==> src/logic/csfr_pkg.sv <==
// Constants for the charger status and latched fault register group.
// Assumes byte-wide registers reached through an external serial register port.
package csfr_pkg;
   // Register addresses
   localparam logic [7:0] ADDR_CHG_STATE_REPORT = 8'h0B;
   localparam logic [7:0] ADDR_BATT_THERM_REPORT = 8'h0C;
   localparam logic [7:0] ADDR_LATCHED_FAULTS = 8'h0D;
   // Field positions, charger state report
   localparam int BIT_INPUT_OV = 7;
   localparam int BIT_INPUT_VALID = 6;
   localparam int BIT_INPUT_ILIM = 5;
   localparam int BIT_DIE_HEAT_LIM = 4;
   localparam int BIT_CHG_FINISHED = 3;
   // Three-bit code fields: low field in both reports, zone field in the second
   localparam int FIELD_CODE_MSB = 2;
   localparam int FIELD_CODE_LSB = 0;
   localparam int FIELD_ZONE_MSB = 7;
   localparam int FIELD_ZONE_LSB = 5;
   // Field positions, battery and thermal report
   localparam int BIT_RECHARGE_NEEDED = 3;
   // Field positions, latched faults
   localparam int BIT_BATT_SHORT = 3;
   localparam int BIT_OVERTEMP_LOW = 1;
   localparam int BIT_OVERTEMP_HIGH = 0;
   // Charger state codes
   localparam logic [2:0] CHG_OFF = 3'h0;
   localparam logic [2:0] CHG_TRICKLE = 3'h1;
   localparam logic [2:0] CHG_FAST_CC = 3'h2;
   localparam logic [2:0] CHG_FAST_CV = 3'h3;
   localparam logic [2:0] CHG_COMPLETE = 3'h4;
   localparam logic [2:0] CHG_LDO = 3'h5;
   localparam logic [2:0] CHG_TIMER_EXPIRED = 3'h6;
   localparam logic [2:0] CHG_BATT_DETECT = 3'h7;
   // Thermistor zone and battery band codes
   localparam logic [2:0] THERM_OFF = 3'h0;
   localparam logic [2:0] THERM_COLD = 3'h1;
   localparam logic [2:0] THERM_COOL = 3'h2;
   localparam logic [2:0] THERM_WARM = 3'h3;
   localparam logic [2:0] THERM_HOT = 3'h4;
   localparam logic [2:0] THERM_NORMAL = 3'h7;
   localparam logic [2:0] BATT_MON_OFF = 3'h0;
   localparam logic [2:0] BATT_ABSENT = 3'h1;
   localparam logic [2:0] BATT_BELOW_DEAD = 3'h2;
   localparam logic [2:0] BATT_DEAD_TO_WEAK = 3'h3;
   localparam logic [2:0] BATT_ABOVE_WEAK = 3'h4;
   // Reset values
   localparam logic [7:0] READ_DATA_RESET = 8'h00;
   localparam logic [2:0] CODE_RESET = 3'h0;
endpackage : csfr_pkg

==> src/logic/csfr_fault_bit.sv <==
// One latched fault flag: set by a hardware event, cleared by write-one or power cycle.
// Assumes all inputs except sys_rst are synchronous to mclk.
`timescale 1ns/1ps
`default_nettype none
module csfr_fault_bit
   import csfr_pkg::*;
(
   input wire logic mclk, // System clock
   input wire logic sys_rst, // Asynchronous reset, high
   input wire logic clkEn, // Freezes state while low
   input wire logic faultEvent, // Hardware fault detected
   input wire logic writeOneClr, // Host wrote one to this bit
   input wire logic powerClr, // Input power was cycled
   output logic fault_q // Latched fault flag
);
   logic fault_d; // Next flag value

   // Next value: a new event wins over any clear in the same cycle
   always_comb begin
      fault_d = fault_q;
      if (faultEvent) begin
         fault_d = 1'b1;
      end else if (writeOneClr || powerClr) begin
         fault_d = 1'b0;
      end
   end

   // Flag register, resets to no fault
   always_ff @(posedge mclk or posedge sys_rst) begin
      if (sys_rst) begin
         fault_q <= 1'b0;
      end else if (clkEn) begin
         fault_q <= fault_d;
      end
   end

   // Event sets the flag even when a clear arrives together
   a_fault_sets: assert property (@(posedge mclk) disable iff (sys_rst)
      clkEn && faultEvent |=> fault_q)
      else $error("fault flag not set by event");
   // Clear without event drops the flag
   a_fault_clears: assert property (@(posedge mclk) disable iff (sys_rst)
      clkEn && !faultEvent && (writeOneClr || powerClr) |=> !fault_q)
      else $error("fault flag not cleared");
   // No clear and no event keeps the flag for two cycles
   a_fault_holds: assert property (@(posedge mclk) disable iff (sys_rst)
      !faultEvent && !writeOneClr && !powerClr ##1 !faultEvent && !writeOneClr && !powerClr
      |=> fault_q == $past(fault_q, 2))
      else $error("fault flag changed without cause");
endmodule // csfr_fault_bit
`default_nettype wire

==> src/logic/csfr_regs.sv <==
// Charger status and latched fault registers, read and written through a byte register port.
// Assumes a serial front end outside decodes host frames into regAddr with one-cycle strobes,
// and that analog comparators and the charger controller supply synchronous status inputs.
// Notes on behaviour
// - Status bits report overvoltage and valid input
// - Status bit shows input current limiting
// - Status bit shows die temperature limiting
// - Charge-finished bit latches past recharge threshold
// - Three-bit field reports charger state code
// - Upper bits report thermistor zone code
// - Recharge flag only when disabled and complete
// - Recharge flag one when battery below threshold
// - Three-bit field reports battery voltage band
// - Battery short fault latches, resets zero
// - Two over-temperature fault levels latch separately
// - Fault cleared by write-one or power cycle
// - Mode change sets interrupt flag when enabled
`timescale 1ns/1ps
`default_nettype none
module csfr_regs
   import csfr_pkg::*;
(
   input wire logic mclk, // System clock, 100 MHz
   input wire logic sys_rst, // Asynchronous reset, high
   input wire logic clkEn, // Freezes all state while low
   input wire logic [7:0] regAddr, // Register address
   input wire logic regWrEn, // Write strobe, one cycle
   input wire logic [7:0] regWrData, // Write data
   input wire logic regRdEn, // Read strobe, one cycle
   output logic [7:0] regRdData_q, // Read data, valid cycle after strobe
   input wire logic inputOvervoltageFlag, // Input above overvoltage threshold
   input wire logic inputValidFlag, // Input above valid thresholds
   input wire logic inputCurrentLimitedFlag, // Input current restricted by blocking device
   input wire logic dieHeatLimitedFlag, // Charge current cut by die temperature
   input wire logic [2:0] chargerStateCode, // Charger controller state
   input wire logic [2:0] thermistorZoneCode, // Thermistor zone
   input wire logic batteryBelowRecharge, // Battery below recharge threshold
   input wire logic autoRechargeDisable, // Automatic recharge switched off
   input wire logic [2:0] batteryBandCode, // Battery voltage band
   input wire logic batteryShortEvent, // Battery short detected
   input wire logic dieOvertempLowEvent, // Lower over-temperature level reached
   input wire logic dieOvertempHighEvent, // Higher over-temperature level reached
   input wire logic inputPowerCycled, // Pulse after input power returns
   input wire logic modeChangeIrqEnable, // Mode change interrupt enabled
   input wire logic modeChangeIrqClear, // Clear of the mode change flag
   output logic modeChangeIrqFlag_q, // Mode change interrupt flag
   output logic [7:0] latchedFaults_q // Current fault register image
);
   // Sampled status inputs, derived flags, next values and register images
   logic inputOv_q, inputOv_d; // Overvoltage
   logic inputValid_q, inputValid_d; // Valid input
   logic inputIlim_q, inputIlim_d; // Current limited
   logic dieHeat_q, dieHeat_d; // Thermal limited
   logic [2:0] chgState_q, chgState_d; // Charger state
   logic [2:0] thermZone_q, thermZone_d; // Thermistor zone
   logic [2:0] battBand_q, battBand_d; // Battery band
   logic rechargeNeeded_q, rechargeNeeded_d; // Recharge flag
   logic chargeFinished_q, chargeFinished_d; // End of charge latch
   logic modeChangeIrqFlag_d; // Next interrupt flag
   logic [7:0] regRdData_d; // Next read data
   logic [7:0] latchedFaults_d; // Fault image
   logic [7:0] chgReport; // Charger state report image
   logic [7:0] battReport; // Battery and thermal report image
   logic faultWrite; // Write to fault register
   logic battShort_q, overtempLow_q, overtempHigh_q; // Fault flags

   // Write strobe decode for the fault register only; status registers ignore writes
   assign faultWrite = regWrEn && (regAddr == ADDR_LATCHED_FAULTS);

   // Fault flags, one latch each
   // write-one clear
   csfr_fault_bit uBattShort (.mclk(mclk), .sys_rst(sys_rst), .clkEn(clkEn),
      .faultEvent(batteryShortEvent), .writeOneClr(faultWrite && regWrData[BIT_BATT_SHORT]),
      .powerClr(inputPowerCycled), .fault_q(battShort_q));
   csfr_fault_bit uOvertempLow (.mclk(mclk), .sys_rst(sys_rst), .clkEn(clkEn),
      .faultEvent(dieOvertempLowEvent), .writeOneClr(faultWrite && regWrData[BIT_OVERTEMP_LOW]),
      .powerClr(inputPowerCycled), .fault_q(overtempLow_q));
   csfr_fault_bit uOvertempHigh (.mclk(mclk), .sys_rst(sys_rst), .clkEn(clkEn),
      .faultEvent(dieOvertempHighEvent), .writeOneClr(faultWrite && regWrData[BIT_OVERTEMP_HIGH]),
      .powerClr(inputPowerCycled), .fault_q(overtempHigh_q));

   // Register images built from the held state
   always_comb begin
      chgReport = 8'h00;
      chgReport[BIT_INPUT_OV] = inputOv_q;
      chgReport[BIT_INPUT_VALID] = inputValid_q;
      chgReport[BIT_INPUT_ILIM] = inputIlim_q;
      chgReport[BIT_DIE_HEAT_LIM] = dieHeat_q;
      chgReport[BIT_CHG_FINISHED] = chargeFinished_q;
      chgReport[FIELD_CODE_MSB:FIELD_CODE_LSB] = chgState_q;
      battReport = 8'h00;
      battReport[FIELD_ZONE_MSB:FIELD_ZONE_LSB] = thermZone_q;
      battReport[BIT_RECHARGE_NEEDED] = rechargeNeeded_q;
      battReport[FIELD_CODE_MSB:FIELD_CODE_LSB] = battBand_q;
      latchedFaults_d = 8'h00;
      latchedFaults_d[BIT_OVERTEMP_LOW] = overtempLow_q;
      latchedFaults_d[BIT_OVERTEMP_HIGH] = overtempHigh_q;
      latchedFaults_d[BIT_BATT_SHORT] = battShort_q;
   end

   // Next status state
   always_comb begin
      inputOv_d = inputOvervoltageFlag;
      inputValid_d = inputValidFlag;
      inputIlim_d = inputCurrentLimitedFlag;
      dieHeat_d = dieHeatLimitedFlag;
      chgState_d = chargerStateCode;
      thermZone_d = thermistorZoneCode;
      battBand_d = batteryBandCode;
      rechargeNeeded_d = autoRechargeDisable && (chargerStateCode == CHG_COMPLETE) && batteryBelowRecharge;
      chargeFinished_d = chargeFinished_q;
      case (chargerStateCode)
         CHG_COMPLETE: begin
            chargeFinished_d = 1'b1;
         end
         // A new charge cycle drops the latch
         CHG_TRICKLE, CHG_FAST_CC, CHG_FAST_CV: begin
            chargeFinished_d = 1'b0;
         end
         // Other states hold it, recharge threshold ignored
         default: begin
            chargeFinished_d = chargeFinished_q;
         end
      endcase
      if (inputPowerCycled) begin
         chargeFinished_d = 1'b0;
      end
      modeChangeIrqFlag_d = modeChangeIrqFlag_q;
      if (modeChangeIrqEnable && (chargerStateCode != chgState_q)) begin
         modeChangeIrqFlag_d = 1'b1;
      end else if (modeChangeIrqClear) begin
         modeChangeIrqFlag_d = 1'b0;
      end
   end

   // Status registers
   always_ff @(posedge mclk or posedge sys_rst) begin
      if (sys_rst) begin
         inputOv_q <= 1'b0;
         inputValid_q <= 1'b0;
         inputIlim_q <= 1'b0;
         dieHeat_q <= 1'b0;
         chgState_q <= CODE_RESET;
         thermZone_q <= CODE_RESET;
         battBand_q <= CODE_RESET;
         rechargeNeeded_q <= 1'b0;
         chargeFinished_q <= 1'b0;
         modeChangeIrqFlag_q <= 1'b0;
      end else if (clkEn) begin
         inputOv_q <= inputOv_d;
         inputValid_q <= inputValid_d;
         inputIlim_q <= inputIlim_d;
         dieHeat_q <= dieHeat_d;
         chgState_q <= chgState_d;
         thermZone_q <= thermZone_d;
         battBand_q <= battBand_d;
         rechargeNeeded_q <= rechargeNeeded_d;
         chargeFinished_q <= chargeFinished_d;
         modeChangeIrqFlag_q <= modeChangeIrqFlag_d;
      end
   end

   // Read mux; reads change nothing but the read data
   // no read side effects
   always_comb begin
      regRdData_d = regRdData_q;
      if (regRdEn) begin
         case (regAddr)
            ADDR_CHG_STATE_REPORT: regRdData_d = chgReport;
            ADDR_BATT_THERM_REPORT: regRdData_d = battReport;
            ADDR_LATCHED_FAULTS: regRdData_d = latchedFaults_d;
            // Unmapped addresses read zero
            default: regRdData_d = READ_DATA_RESET;
         endcase
      end
   end

   // Read data and fault image registers
   always_ff @(posedge mclk or posedge sys_rst) begin
      if (sys_rst) begin
         regRdData_q <= READ_DATA_RESET;
         latchedFaults_q <= READ_DATA_RESET;
      end else if (clkEn) begin
         regRdData_q <= regRdData_d;
         latchedFaults_q <= latchedFaults_d;
      end
   end

   a_ov_valid_read: assert property (@(posedge mclk) disable iff (sys_rst)
      clkEn && regRdEn && regAddr == ADDR_CHG_STATE_REPORT
      |=> regRdData_q[7:6] == $past({inputOv_q, inputValid_q}))
      else $error("input voltage bits misreported");
   a_ilim_track: assert property (@(posedge mclk) disable iff (sys_rst)
      clkEn && inputCurrentLimitedFlag |=> inputIlim_q)
      else $error("current limit bit not shown");
   a_heat_track: assert property (@(posedge mclk) disable iff (sys_rst)
      clkEn && !dieHeatLimitedFlag |=> !dieHeat_q)
      else $error("thermal limit bit stuck");
   a_finish_holds: assert property (@(posedge mclk) disable iff (sys_rst)
      clkEn && chargerStateCode == CHG_COMPLETE ##1 clkEn && chargerStateCode == CHG_COMPLETE
      && !inputPowerCycled |=> chargeFinished_q)
      else $error("charge finished latch dropped");
   a_state_field: assert property (@(posedge mclk) disable iff (sys_rst)
      clkEn && regRdEn && regAddr == ADDR_CHG_STATE_REPORT |=> regRdData_q[2:0] == $past(chgState_q))
      else $error("charger state field wrong");
   a_therm_band: assert property (@(posedge mclk) disable iff (sys_rst)
      clkEn && regRdEn && regAddr == ADDR_BATT_THERM_REPORT
      |=> regRdData_q[7:5] == $past(thermZone_q) && regRdData_q[2:0] == $past(battBand_q))
      else $error("thermistor or battery field wrong");
   a_recharge_gate: assert property (@(posedge mclk) disable iff (sys_rst)
      clkEn && (!autoRechargeDisable || chargerStateCode != CHG_COMPLETE) |=> !rechargeNeeded_q)
      else $error("recharge flag active outside its mode");
   a_recharge_value: assert property (@(posedge mclk) disable iff (sys_rst)
      clkEn && autoRechargeDisable && chargerStateCode == CHG_COMPLETE
      |=> rechargeNeeded_q == $past(batteryBelowRecharge))
      else $error("recharge flag value wrong");
   a_irq_on_change: assert property (@(posedge mclk) disable iff (sys_rst)
      clkEn && modeChangeIrqEnable && chargerStateCode != chgState_q |=> modeChangeIrqFlag_q)
      else $error("mode change flag not set");
   a_zero_write_keeps: assert property (@(posedge mclk) disable iff (sys_rst)
      clkEn && faultWrite && regWrData == 8'h00 && !inputPowerCycled && !batteryShortEvent
      |=> battShort_q == $past(battShort_q))
      else $error("zero write changed fault bit");
endmodule // csfr_regs
`default_nettype wire

==> config.mk <==
export PLATFORM = sky130hd
export DESIGN_NAME = csfr_regs
export DESIGN_NICKNAME = d
export VERILOG_FILES = /design/src/logic/csfr_pkg.sv /design/src/logic/csfr_fault_bit.sv /design/src/logic/csfr_regs.sv
export SDC_FILE = /design/constraint.sdc
export NUM_CORES = 1
export LEC_CHECK = 0
export BUFFER_PORTS_ARGS = -buffer_cell sky130_fd_sc_hd__buf_2
export CELL_PAD_IN_SITES_DETAIL_PLACEMENT = 1
export CELL_PAD_IN_SITES_GLOBAL_PLACEMENT = 1
export CORE_MARGIN = 5
export CORE_UTILIZATION = 35
export CTS_BUF_LIST = sky130_fd_sc_hd__clkbuf_8
export CTS_CLUSTER_DIAMETER = 40
export DETAILED_ROUTE_END_ITERATION = 6
export HOLD_SLACK_MARGIN = 0.15
export PLACE_DENSITY_LB_ADDON = 0.08
export SLEW_MARGIN = 20
export SYNTH_ARGS = -nofsm -noshare
export SYNTH_HDL_FRONTEND = slang
export SYNTH_SLANG_ARGS = --single-unit
==> constraint.sdc <==
create_clock -name mclk -period 1.55 [get_ports mclk]
set_clock_uncertainty 0.15 [all_clocks]
set_input_delay 0.3875 -clock mclk [delete_from_list [all_inputs] [get_ports mclk]]
set_output_delay 0.3875 -clock mclk [all_outputs]
set_load 0.02 [all_outputs]
# After elaboration in Yosys (flattened, before gate mapping)
# Cells that the tools add are included.
[totals] ff_bits=30 latch_bits=0 ram_bits=0 rom_bits=0 word_cells=56 mem_count=0
[classes] addsub=0 mul=0 n_div=0 order_cmp=0 n_eq_ne=8 n_shift=0 n_mux=11 n_bitwise=0 reduce_logical=22
[ops] operator="equality test 8 x 4 -> 1 bit (second input constant)" n=3
[ops] operator="one-hot mux 8 bit (3 select lines)" n=1
[ops] operator="AND reduction 2 bit" n=6
[ops] operator="2-to-1 mux 1 bit" n=9
[ops] operator="nonzero test 2 bit" n=4
[ops] operator="logical AND 1 bit" n=7
[ops] operator="equality test 3 x 2 -> 1 bit (second input constant)" n=2
[ops] operator="equality test 3 x 1 -> 1 bit (second input constant)" n=1
[ops] operator="equality test 3 bit (second input constant)" n=1
[ops] operator="logical OR 1 bit" n=3
[ops] operator="inequality test 3 bit" n=1
[ops] operator="nonzero test 3 bit" n=1
[ops] operator="OR reduction 3 bit" n=1
[ops] operator="one-hot mux 1 bit (2 select lines)" n=1

# Longest topological paths before layout
[logic_depth] depth_word=6 mapped_depth=4

# Modules after synthesis
# Synthesis repeated with hierarchy kept, for this count alone.
[hier_totals] cells_unflattened=122 area_unflattened_um2=1486.4
[by_module_without_submodules] module="csfr_regs" n_inst=1 cells_each=110 area_each_um2=1358.8 seq_area_each_um2=675.6
[by_module_without_submodules] module="csfr_fault_bit" n_inst=3 cells_each=4 area_each_um2=42.5 seq_area_each_um2=25.0

# Least setup slack after synthesis
# No wires, ideal clock.
[synth_timing] kind="input to register" start="in regAddr[7]" end="reg uBattShort.fault_q" setup_time_ps=126 t_arrival_ps=1168 required_time_ps=1274 setup_slack_ps=106 cell_stages=3 cell_sequence="nor3b_2 > nand4_1 > a221o_1"
[synth_via] elab_chain_cells=6
[synth_rtl] element="start, declared" line_no="csfr_regs.sv:26" rtl="input wire logic [7:0] regAddr,"
[synth_rtl] element="equality test 8 x 4 -> 1 bit" line_no="csfr_regs.sv:68" rtl="assign faultWrite = regWrEn && (regAddr == ADDR_LATCHED_FAULTS);"
[synth_rtl] element="logical AND 1 bit" line_no="csfr_regs.sv:68"
[synth_rtl] element="logical AND 1 bit" line_no="csfr_regs.sv:73" rtl=".faultEvent(batteryShortEvent), .writeOneClr(faultWrite && regWrData[BIT_BATT_SHORT]),"
[synth_rtl] element="logical OR 1 bit" line_no="csfr_fault_bit.sv:23" rtl="end else if (writeOneClr || powerClr) begin"
[synth_rtl] element="nonzero test 2 bit (no line)"
[synth_rtl] element="AND reduction 2 bit (no line)"
[synth_rtl] element="end signal, assigned" line_no="csfr_fault_bit.sv:33" rtl="fault_q <= fault_d;"
[synth_rtl] element="end, declared" line_no="csfr_fault_bit.sv:14" rtl="output logic fault_q"
# Every way passes these cells.
# A chain may end at the register's enable or synchronous reset.

# Worst setup path after layout
[layout_timing] start="reg regRdData_q[2]" end="out regRdData_q[2]"
[layout_rtl] element="start, declared" line_no="csfr_regs.sv:30" rtl="output logic [7:0] regRdData_q,"
[layout_rtl] element="start signal, assigned" line_no="csfr_regs.sv:184" rtl="regRdData_q <= regRdData_d;"
# No word-level cell between the ends.

==> out/results.ini <==
[outcome]
outcome=finished, final reports clean

[clocking]
clk_pin_slew_ns=0.06
clk_latency_ns=0.28
cts_made_buffers=5
cts_max_path_buffers=2
numClockSinks=30
cts_resized=0
cts_tree=yes
htree_levels=2
cts_setup_buffers=0
cts_root_buf=clkbuf_8

[floorplan]
ios=59
initial_core_util=0.366
die_h_um=75.1
die_area_sq_um=5650
core_sq_um=4060
die-width_um=75.1
row_count=23

[sta]
timing.final.crit_share=0.875
drv_slew=0
finalWorstSetupSlack_ns=0.194
min_period_ns=1.36
fmax_ghz=0.737
finalSetupViolCount=0
hold_viol_final=0
tns_ns=0
grt_setup_unrepaired=no

[finish]
fillers=457
syn_to_final_growth_pct=28.1
nets=221
register_area_sq_um=751
drive_above_1_share=0.500
diodes=0
multi_input_area_sq_um=671

[power_and_ir_drop]
p_leak_nw=0.878
cellPowerDensity_nw_per_um2=953
peakVddDrop_mv=0.509

[detailed_routing]
viasPerCell=5.11
route.detailed.drc=0
routed_wl_um=3550
dr.first_iter.drc_count=36
firstDrtPassIters=4
antenna_left=0
vias=1175
wl_per_cell_um=15.4

[grt]
grt_pass1_vias=1262
overflow=0
grt_use_total=0.138
antenna_found_initial=0
grt_first_pass_wirelength_um=5780
grt_max_degree=31

[setup_path]
path_buf_inv=1
crit_path_end_kind=output pin
crit_arrival_ns=0.82
crit_path_max_fanout=2
cpMaxStageDelayCell=dfrtp_1
critical_path.startpoint_type=flop
cp_top_family=flip-flops
cp_cell_sequence=buf_2
slowest_delay_ns=0.38
required_ns=1.01
critPathKind=flop to output pin

[synthesis]
synth-seq-area-share=0.505
yosysMostFrequentCell=dfrtp_1
synth_cell_types=30
avgSynthCellArea_sq_um=12.2
ys_seq_elements=30
synth_edf_count=0
synthTopCellsByArea=dfrtp_1, mux2_2, and4b_2, o31ai_1, nand2_1
synthCells=122
synth_area_leader_cell=dfrtp_1
syn_area_sq_um=1490
synth_common_cells=dfrtp_1, mux2_2, nand2_1, and4b_2
yosys_warnings=0
synthFlopType=dfrtp_1
netlist.area_leader.share=0.505
async_flop_share=1.00

[placement]
detailed_place_hpwl_um=2720
preCtsSetupSlack_ns=-0.0607
io_buffers=48
gp_congestion=0.777

[hold_path]
hp-class=primary input to flop

[job]
maxCapViolCount=0

==> cell type report <==
type	count	area share
multi-input combinational	83	0.353
tap	50	0.0329
clock inverter	2	0.00461
timing repair buffer	56	0.166
inverter	3	0.00592
sequential	30	0.395
clock buffer	6	0.0434
==> logic make-up (layout without fill, tap and decap cells) <==
kind of cell | count (synthesis) | in the layout | synth area share
buffers and inverters | 13 | 67 | 0.0531
multiplexers | 16 | 16 | 0.121
other | 1 | 5 | 0.00252
flip-flops | 30 | 30 | 0.505
XOR/XNOR | 3 | 3 | 0.0177
AND/OR/NAND/NOR | 35 | 35 | 0.162
AO/OA/AOI/OAI | 24 | 24 | 0.138
==> metrics by stage <==
stage	total power, mW	hold slack (ns)	instance area [sq um]	instances	util
6_report	1.81	0.186	1900	230	0.469
5_1_grt	1.92	0.174	1900	230	0.469
4_1_cts	1.86	0.172	1900	230	0.469
3_5_place_dp	1.20	0.323	1800	221	0.444
3_3_place_gp	1.19	0.313	1800	221	0.444
2_1_floorplan	1.08	0.328	1500	126	-
==> report_power, final <==
part           switching (mW)  internal [mW]  total, mW
Combinational           0.146          0.148      0.294
Clock                   0.278          0.351      0.628
Sequential             0.0418          0.848      0.890
Total                   0.466           1.35       1.81
==> final timing paths <==
kind / to / cells past startpoint / slack, ns / start
worst max-delay path: regRdData_q[2] / 1 / 0.19 / regRdData_q[2]$_DFFE_PP0P_
worst min-delay path: thermZone_q[0]$_DFFE_PP0P_ / 2 / 0.19 / thermistorZoneCode[0]
worst max register to register: regRdData_q[0]$_DFFE_PP0P_ / 3 / 0.23 / uOvertempHigh.fault_q$_DFFE_PP0P_
worst min register to register: regRdData_q[7]$_DFFE_PP0P_ / 2 / 0.33 / regRdData_q[7]$_DFFE_PP0P_
max in group asynchronous: battBand_q[1]$_DFFE_PP0P_ / 4 / 0.39 / sys_rst
min in group asynchronous: thermZone_q[0]$_DFFE_PP0P_ / 4 / 0.57 / sys_rst
==> repair_timing <==
action / 4_1_cts / 5_1_grt
endpoints found under the setup margin: 0 / 0
hold buffers: 1 / 0
hold endpoints to repair: 30 / 0
==> layer usage <==
layer | up-vias | track usage | part of all wire
met2 | 40 | 0.221 | 0.47
met1 | 570 | 0.167 | 0.42
met5 | - | 0 | 0
li1 | 558 | - | -
met3 | 7 | 0.0494 | 0.089
met4 | 0 | 0.0583 | 0.018
==> layout by cell type, fill, tap and decap left out, drive strengths merged, types with 2 or more instances in the layout <==
master and count:
clkbuf 6, dfrtp 30, nor3b 2, inv 4, a221o 3, nand4 5, and4b 7, nor2b 6
conb 5, buf 55, mux2 16, xnor2 3, a22oi 4, a211oi 3, o31ai 7, nand2 11
==> state kept, by name (all words and copies together) (netlist names) <==
signal                 cells
battBand_q                 3
inputValid_q               1
regRdData_q                8
uOvertempLow.fault_q       1
uOvertempHigh.fault_q      1
modeChangeIrqFlag_q        1
uBattShort.fault_q         1
inputIlim_q                1
chgState_q                 3
inputOv_q                  1
latchedFaults_q            3
chargeFinished_q           1
thermZone_q                3
rechargeNeeded_q           1
dieHeat_q                  1
(Power assumes the default switching activity.)
